==> config.mk <==
export PLATFORM = sky130hd
export DESIGN_NAME = rx_lane_status_monitor
export DESIGN_NICKNAME = d
export VERILOG_FILES = /design/src/rtl/rx_lane_status_pkg.sv /design/src/rtl/rx_lane_status_monitor.sv
export VERILOG_INCLUDE_DIRS = /design/src /design/src/rtl
export SDC_FILE = /design/constraint.sdc
export NUM_CORES = 1
export LEC_CHECK = 0
export BUFFER_PORTS_ARGS = -buffer_cell sky130_fd_sc_hd__buf_2
export CAP_MARGIN = 25
export CORE_ASPECT_RATIO = 0.7
export CORE_MARGIN = 5
export CORE_UTILIZATION = 50
export CTS_CLUSTER_DIAMETER = 100
export DETAILED_ROUTE_END_ITERATION = 8
export GPL_ROUTABILITY_DRIVEN = 0
export PLACE_DENSITY = 0.83
export SLEW_MARGIN = 20
export SYNTH_ARGS = -nofsm -noshare
export SYNTH_HDL_FRONTEND = slang
export SYNTH_SLANG_ARGS = --single-unit
==> constraint.sdc <==
create_clock -name clk_sys -period 3.3 [get_ports clk_sys]
set_input_delay 0.33 -clock clk_sys [delete_from_list [all_inputs] [get_ports clk_sys]]
set_output_delay 0.33 -clock clk_sys [all_outputs]
set_load 0.05 [all_outputs]
==> src/rtl/rx_lane_status_defines.svh <==
`ifndef RX_LANE_STATUS_DEFINES_SVH
`define RX_LANE_STATUS_DEFINES_SVH

// register offsets (byte addresses, one word each)
`define RX_LANE_FIFO_FLAGS_OFFSET 8'h00
`define RX_LANE_ALIGN_CALIB_STATE_OFFSET 8'h04
`define RX_LANE_CDR_LOCK_STATE_OFFSET 8'h08
`define RX_LANE_IRQ_STATUS_OFFSET 8'h0c
`define RX_LANE_IRQ_MASK_OFFSET 8'h10

// field positions
`define EMPTY_FIELD_LSB 16
`define FULL_FIELD_LSB 0
`define ALIGNED_FIELD_LSB 16
`define CALIB_FIELD_LSB 0
`define LOCKED_FIELD_LSB 0

// interrupt status bit positions
`define IRQ_FULL_BIT 0
`define IRQ_ALIGN_LOSS_BIT 1
`define IRQ_LOCK_LOSS_BIT 2

// reset values
`define STATUS_RESET_VALUE 32'h0000_0000
`define IRQ_RESET_VALUE 3'h0

`endif

==> src/rtl/rx_lane_status_pkg.sv <==
package rx_lane_status_pkg;
  typedef logic [31:0] word_t;
  typedef logic [2:0] irq_bits_t;
endpackage

==> src/rtl/rx_lane_status_monitor.sv <==
// The implementer's own choices: the placing of the registers and strobed register access.
`include "rx_lane_status_defines.svh"

// Operation
// - word one bits 23:16 show per-lane phase fifo empty flags
// - word one bits 7:0 show per-lane phase fifo full flags
// - word two bits 23:16 show per-lane word alignment found
// - word two bits 7:0 show per-lane receive calibration running
// - word three bits 7:0 show per-lane recovery loop locked to data
// - words one to three read-only, all words reset zero, unused bits read zero
module rx_lane_status_monitor #(
  parameter int LANES = 8
) (
  input wire logic clk_sys,
  input wire logic reset,
  input wire logic [7:0] reg_addr,
  input wire logic [31:0] reg_wdata,
  input wire logic reg_write,
  input wire logic reg_read,
  output logic [31:0] reg_rdata,
  output logic irq,
  input wire logic [LANES-1:0] lane_phase_fifo_empty_flag,
  input wire logic [LANES-1:0] lane_phase_fifo_full_flag,
  input wire logic [LANES-1:0] lane_word_aligned_flag,
  input wire logic [LANES-1:0] lane_calibration_running,
  input wire logic [LANES-1:0] lane_recovery_data_locked
);

  localparam int SIG = 5 * LANES;

  typedef struct packed {
    logic [SIG-1:0] sync1;
    logic [SIG-1:0] sync2;
    logic [LANES-1:0] empty;
    logic [LANES-1:0] full;
    logic [LANES-1:0] aligned;
    logic [LANES-1:0] calib;
    logic [LANES-1:0] locked;
    rx_lane_status_pkg::irq_bits_t irq_status;
    rx_lane_status_pkg::irq_bits_t irq_mask;
    rx_lane_status_pkg::word_t rdata;
    logic irq;
  } state_t;

  state_t state_reg;
  state_t state_next;
  logic [SIG-1:0] raw;
  rx_lane_status_pkg::word_t word1;
  rx_lane_status_pkg::word_t word2;
  rx_lane_status_pkg::word_t word3;
  rx_lane_status_pkg::irq_bits_t events;

  assign raw = {lane_phase_fifo_empty_flag, lane_phase_fifo_full_flag,
                lane_word_aligned_flag, lane_calibration_running,
                lane_recovery_data_locked};

  always_comb begin
    word1 = `STATUS_RESET_VALUE;
    word2 = `STATUS_RESET_VALUE;
    word3 = `STATUS_RESET_VALUE;
    word1[`EMPTY_FIELD_LSB +: LANES] = state_reg.empty;
    word1[`FULL_FIELD_LSB +: LANES] = state_reg.full;
    word2[`ALIGNED_FIELD_LSB +: LANES] = state_reg.aligned;
    word2[`CALIB_FIELD_LSB +: LANES] = state_reg.calib;
    word3[`LOCKED_FIELD_LSB +: LANES] = state_reg.locked;
  end

  always_comb begin
    state_next = state_reg;
    // three-stage sampling (sync1, sync2, then the field registers); lane signals come from other clocks
    state_next.sync1 = raw;
    state_next.sync2 = state_reg.sync1;
    {state_next.empty, state_next.full, state_next.aligned,
     state_next.calib, state_next.locked} = state_reg.sync2;
    // events: a lane fifo newly full, alignment lost, data lock lost
    events = '0;
    events[`IRQ_FULL_BIT] = |(state_next.full & ~state_reg.full);
    events[`IRQ_ALIGN_LOSS_BIT] =
      |(~state_next.aligned & state_reg.aligned);
    events[`IRQ_LOCK_LOSS_BIT] = |(~state_next.locked & state_reg.locked);
    if (reg_write) begin
      unique case (reg_addr)
        `RX_LANE_IRQ_STATUS_OFFSET: begin
          state_next.irq_status = state_reg.irq_status & ~reg_wdata[2:0];
        end
        `RX_LANE_IRQ_MASK_OFFSET: begin
          state_next.irq_mask = reg_wdata[2:0];
        end
        default: begin
        end
      endcase
    end
    // a new event wins over a same-cycle clear
    state_next.irq_status = state_next.irq_status | events;
    state_next.irq = |(state_next.irq_status & state_next.irq_mask);
    // read-only words, unmapped and unused bits read zero
    state_next.rdata = `STATUS_RESET_VALUE;
    if (reg_read) begin
      unique case (reg_addr)
        `RX_LANE_FIFO_FLAGS_OFFSET: state_next.rdata = word1;
        `RX_LANE_ALIGN_CALIB_STATE_OFFSET: state_next.rdata = word2;
        `RX_LANE_CDR_LOCK_STATE_OFFSET: state_next.rdata = word3;
        `RX_LANE_IRQ_STATUS_OFFSET: begin
          state_next.rdata[2:0] = state_reg.irq_status;
        end
        `RX_LANE_IRQ_MASK_OFFSET: begin
          state_next.rdata[2:0] = state_reg.irq_mask;
        end
        default: begin
        end
      endcase
    end
  end

  always_ff @(posedge clk_sys) begin
    if (reset) begin
      state_reg <= '0;
    end else begin
      state_reg <= state_next;
    end
  end

  assign reg_rdata = state_reg.rdata;
  assign irq = state_reg.irq;

endmodule

==> run summary <==
R2R cell count = 4
RR Endpoint = irq
worst vdd ir = 0.000364 V
Max Cap Viol = 0
final-report hold violation count = 0
Gate Count Post-Synth = 428
DR iter-0 viols = 238
synth top area cells = dfxtp_1, nor2b_1, buf_4, mux2i_1, nor2_1
Crit. path cell count = 6
# nets final = 568
Sinks on Clock Net = 143
Synth Register Bits = 143
CTS tree = yes
most common cell in the netlist = dfxtp_1
register area share after synthesis = 61.5%
Avg Cell Area, Syn = 10.9 µm²
hold wc startpoint = lane_phase_fifo_empty_flag[7]
Flop pwr share = 46.2%
DIE WIDTH = 125 µm
Max Slew Vio Count = 0
Num CTS Buffers = 17
Final Skew = 0.00608 ns
Critical Path, Cell by Cell = buf_2 > or4_4 > nor3_4 > nand4_1 > a2111oi_2 > o311ai_1
DR pass1 iterations = 4
Max clock buf depth = 2
worst hold slack = 0.135 ns
initial antenna violation count = 0
H-tree Lvls = 4
setup violators final = 0
Mapped Area = 4660 µm²
Ys Warns = 0
wire length per cell = 12.7 µm
Rows = 29
maximum fanout along the worst path = 7
global-route wire length before repair = 13000 µm
cts hold-fix bufs = 0
cell family with most CP delay = simple AND/OR/NAND/NOR gates
I/O Buffers = 71
GRT overflow = 0
Post-route DRC = 0
Worst-path clk slew = 0.06 ns
Req. time, crit path = 3.55 ns
post-CTS sizing = 0
Hold WC Path Type = in2reg
Crit. End Element = flip-flop
relative slew slack = 57.9%
flop2flop setup slack = 1.83 ns
max reg flops = 80
power share of the combinational group = 4.9%
status = completed
# IOs = 117
crit path time final = 1.83 ns
WP data arrival = 2.08 ns
CTS root buffer = clkbuf_16
die height = 90.7 µm
asr flop ratio synth = 0%
Initial Util = 51.3%
post-CTS setup buffer count = 0
CP endpoint = irq
ant diodes = 0
Core ar. = 9070 µm²
Peak Freq = 0.548 GHz
setup tns final = 0 ns
share of cells above drive strength 1 = 22.3%
final std cells w/o fill = 621
Final Power = 3.92 mW
die area = 11400 µm²
Top FF cell, synth = dfxtp_1
final worst path period share = 55.3%
Total GRT Usage = 14.5%
Inst Count DP = 589
Worst setup startpoint = reg_addr[5]
slowest CP cell = or4_4
ANT nets after route = 0
RSZ-0062 raised after global routing = false
Setup CP Type = in2reg
area grow syn2layout = 18.6%
dpl hpwl = 5590 µm
count of flip-flops with a built-in enable after synthesis = 0
Max stage delay on crit path = 0.54 ns
Synth cell types = 34
clock latency at the later pin of the worst-skew pair = 0.40 ns
crit path buf inv count = 1
vias = 2753
Post-Route WL = 7880 µm
area share of the largest cell type after synthesis = 61.5%
Net Sw Power = 837 µW
vias per inst = 4.43
Worst Setup Start Kind = input port
Internal Power = 3.08 mW
vias in the first global route = 2756
Reg2Reg Launch Point = state_reg[66]
Tightest Pin Transition = 0.631 ns
Static Leak = 2.33 nW
Synth area leader = dfxtp_1
P per Cell Area = 709 nW/µm²
switching share of power = 21.4%
largest net degree at the start of global routing = 71
Clock power frac = 48.8%
most frequent cells after synthesis = dfxtp_1, nor2b_1, nor2_1, buf_4, inv_1
number of fill cells = 745
power by group through the flow:
stage	combinational, mW	clock (mW)	sequential, mW
global placement	0.186	0	1.85
global route	0.212	2.03	1.82
finish	0.193	1.91	1.81
floorplan	0.158	0	1.84
CTS	0.194	1.94	1.81
detailed placement	0.192	0	1.85
worst min-delay path by stage:
stage / slack, ns / cells past startpoint / endpoint
2_1_floorplan: 0.41 / 1 / state_next[39]
3_3_place_gp: 0.42 / 1 / state_next[51]
3_5_place_dp: 0.42 / 1 / state_reg[54]
4_1_cts: 0.12 / 2 / state_next[81]
5_1_grt: 0.12 / 2 / state_next[118]
6_report: 0.13 / 2 / state_next[118]
cells by family after synthesis:
family,after synthesis,share of synthesized area [%]
flip-flops,143,61.5
AND/OR/NAND/NOR,160,20.1
multiplexers,19,4.89
AO/OA/AOI/OAI,28,4.54
buffers and inverters,77,8.95
other,1,0.0805
layout make-up:
class                      instances  area (µm²)  share of cell area, %
inverter                          27         101                   1.83
clock buffer                      19         443                   8.02
sequential                       143        2860                   51.8
timing repair buffer              72         365                   6.61
tap                              124         155                   2.81
clock inverter                    13         163                   2.94
multi-input combinational        223        1430                   26.0
cell usage in the layout, fill, tap and decap left out, drive strengths merged:
cell type,n
dfxtp,143
nor2b,111
buf,72
nor2,37
inv,29
clkbuf,19
mux2i,16
conb,16
o22ai,7
a21oi,6
clkinv,5
nand2,3
mux4,3
a22oi,3
bufinv,3
clkinvlp,3
a221oi,2
nor3,2
or4,2
and2,1
a41o,1
a31oi,1
a221o,1
a41oi,1
o41a,1
or4b,1
nand2b,1
or2,1
nand4,1
o221ai,1
a2111oi,1
o41ai,1
a311o,1
o311ai,1
routing by layer:
metal,track usage (%),up-vias,part of all wire [%]
met3,6.32,2,7.2
met5,0,-,0
met2,22.5,84,45
met4,4.33,0,0.30
li1,-,1416,-
met1,18.4,1251,48
worst reg2reg max path, delay by kind of cell, from the launching register on:
| family | cells | cell delay (ns) |
|---|---|---|
| AOI/OAI and AO/OA | 3 | 0.92 |
| DFF | 1 | 0.35 |
| buffers and inverters | 1 | 0.06 |
per-stage QoR:
step	setup WS, ns	utilization, %	area, µm²
CTS	1.50	60.9	5520
finish	1.47	60.9	5520
detailed placement	1.08	54.2	4920
global placement	1.13	54.2	4920
global route	1.37	60.9	5520
floorplan	1.44	-	4710
Power figures use the tool's default switching activity.
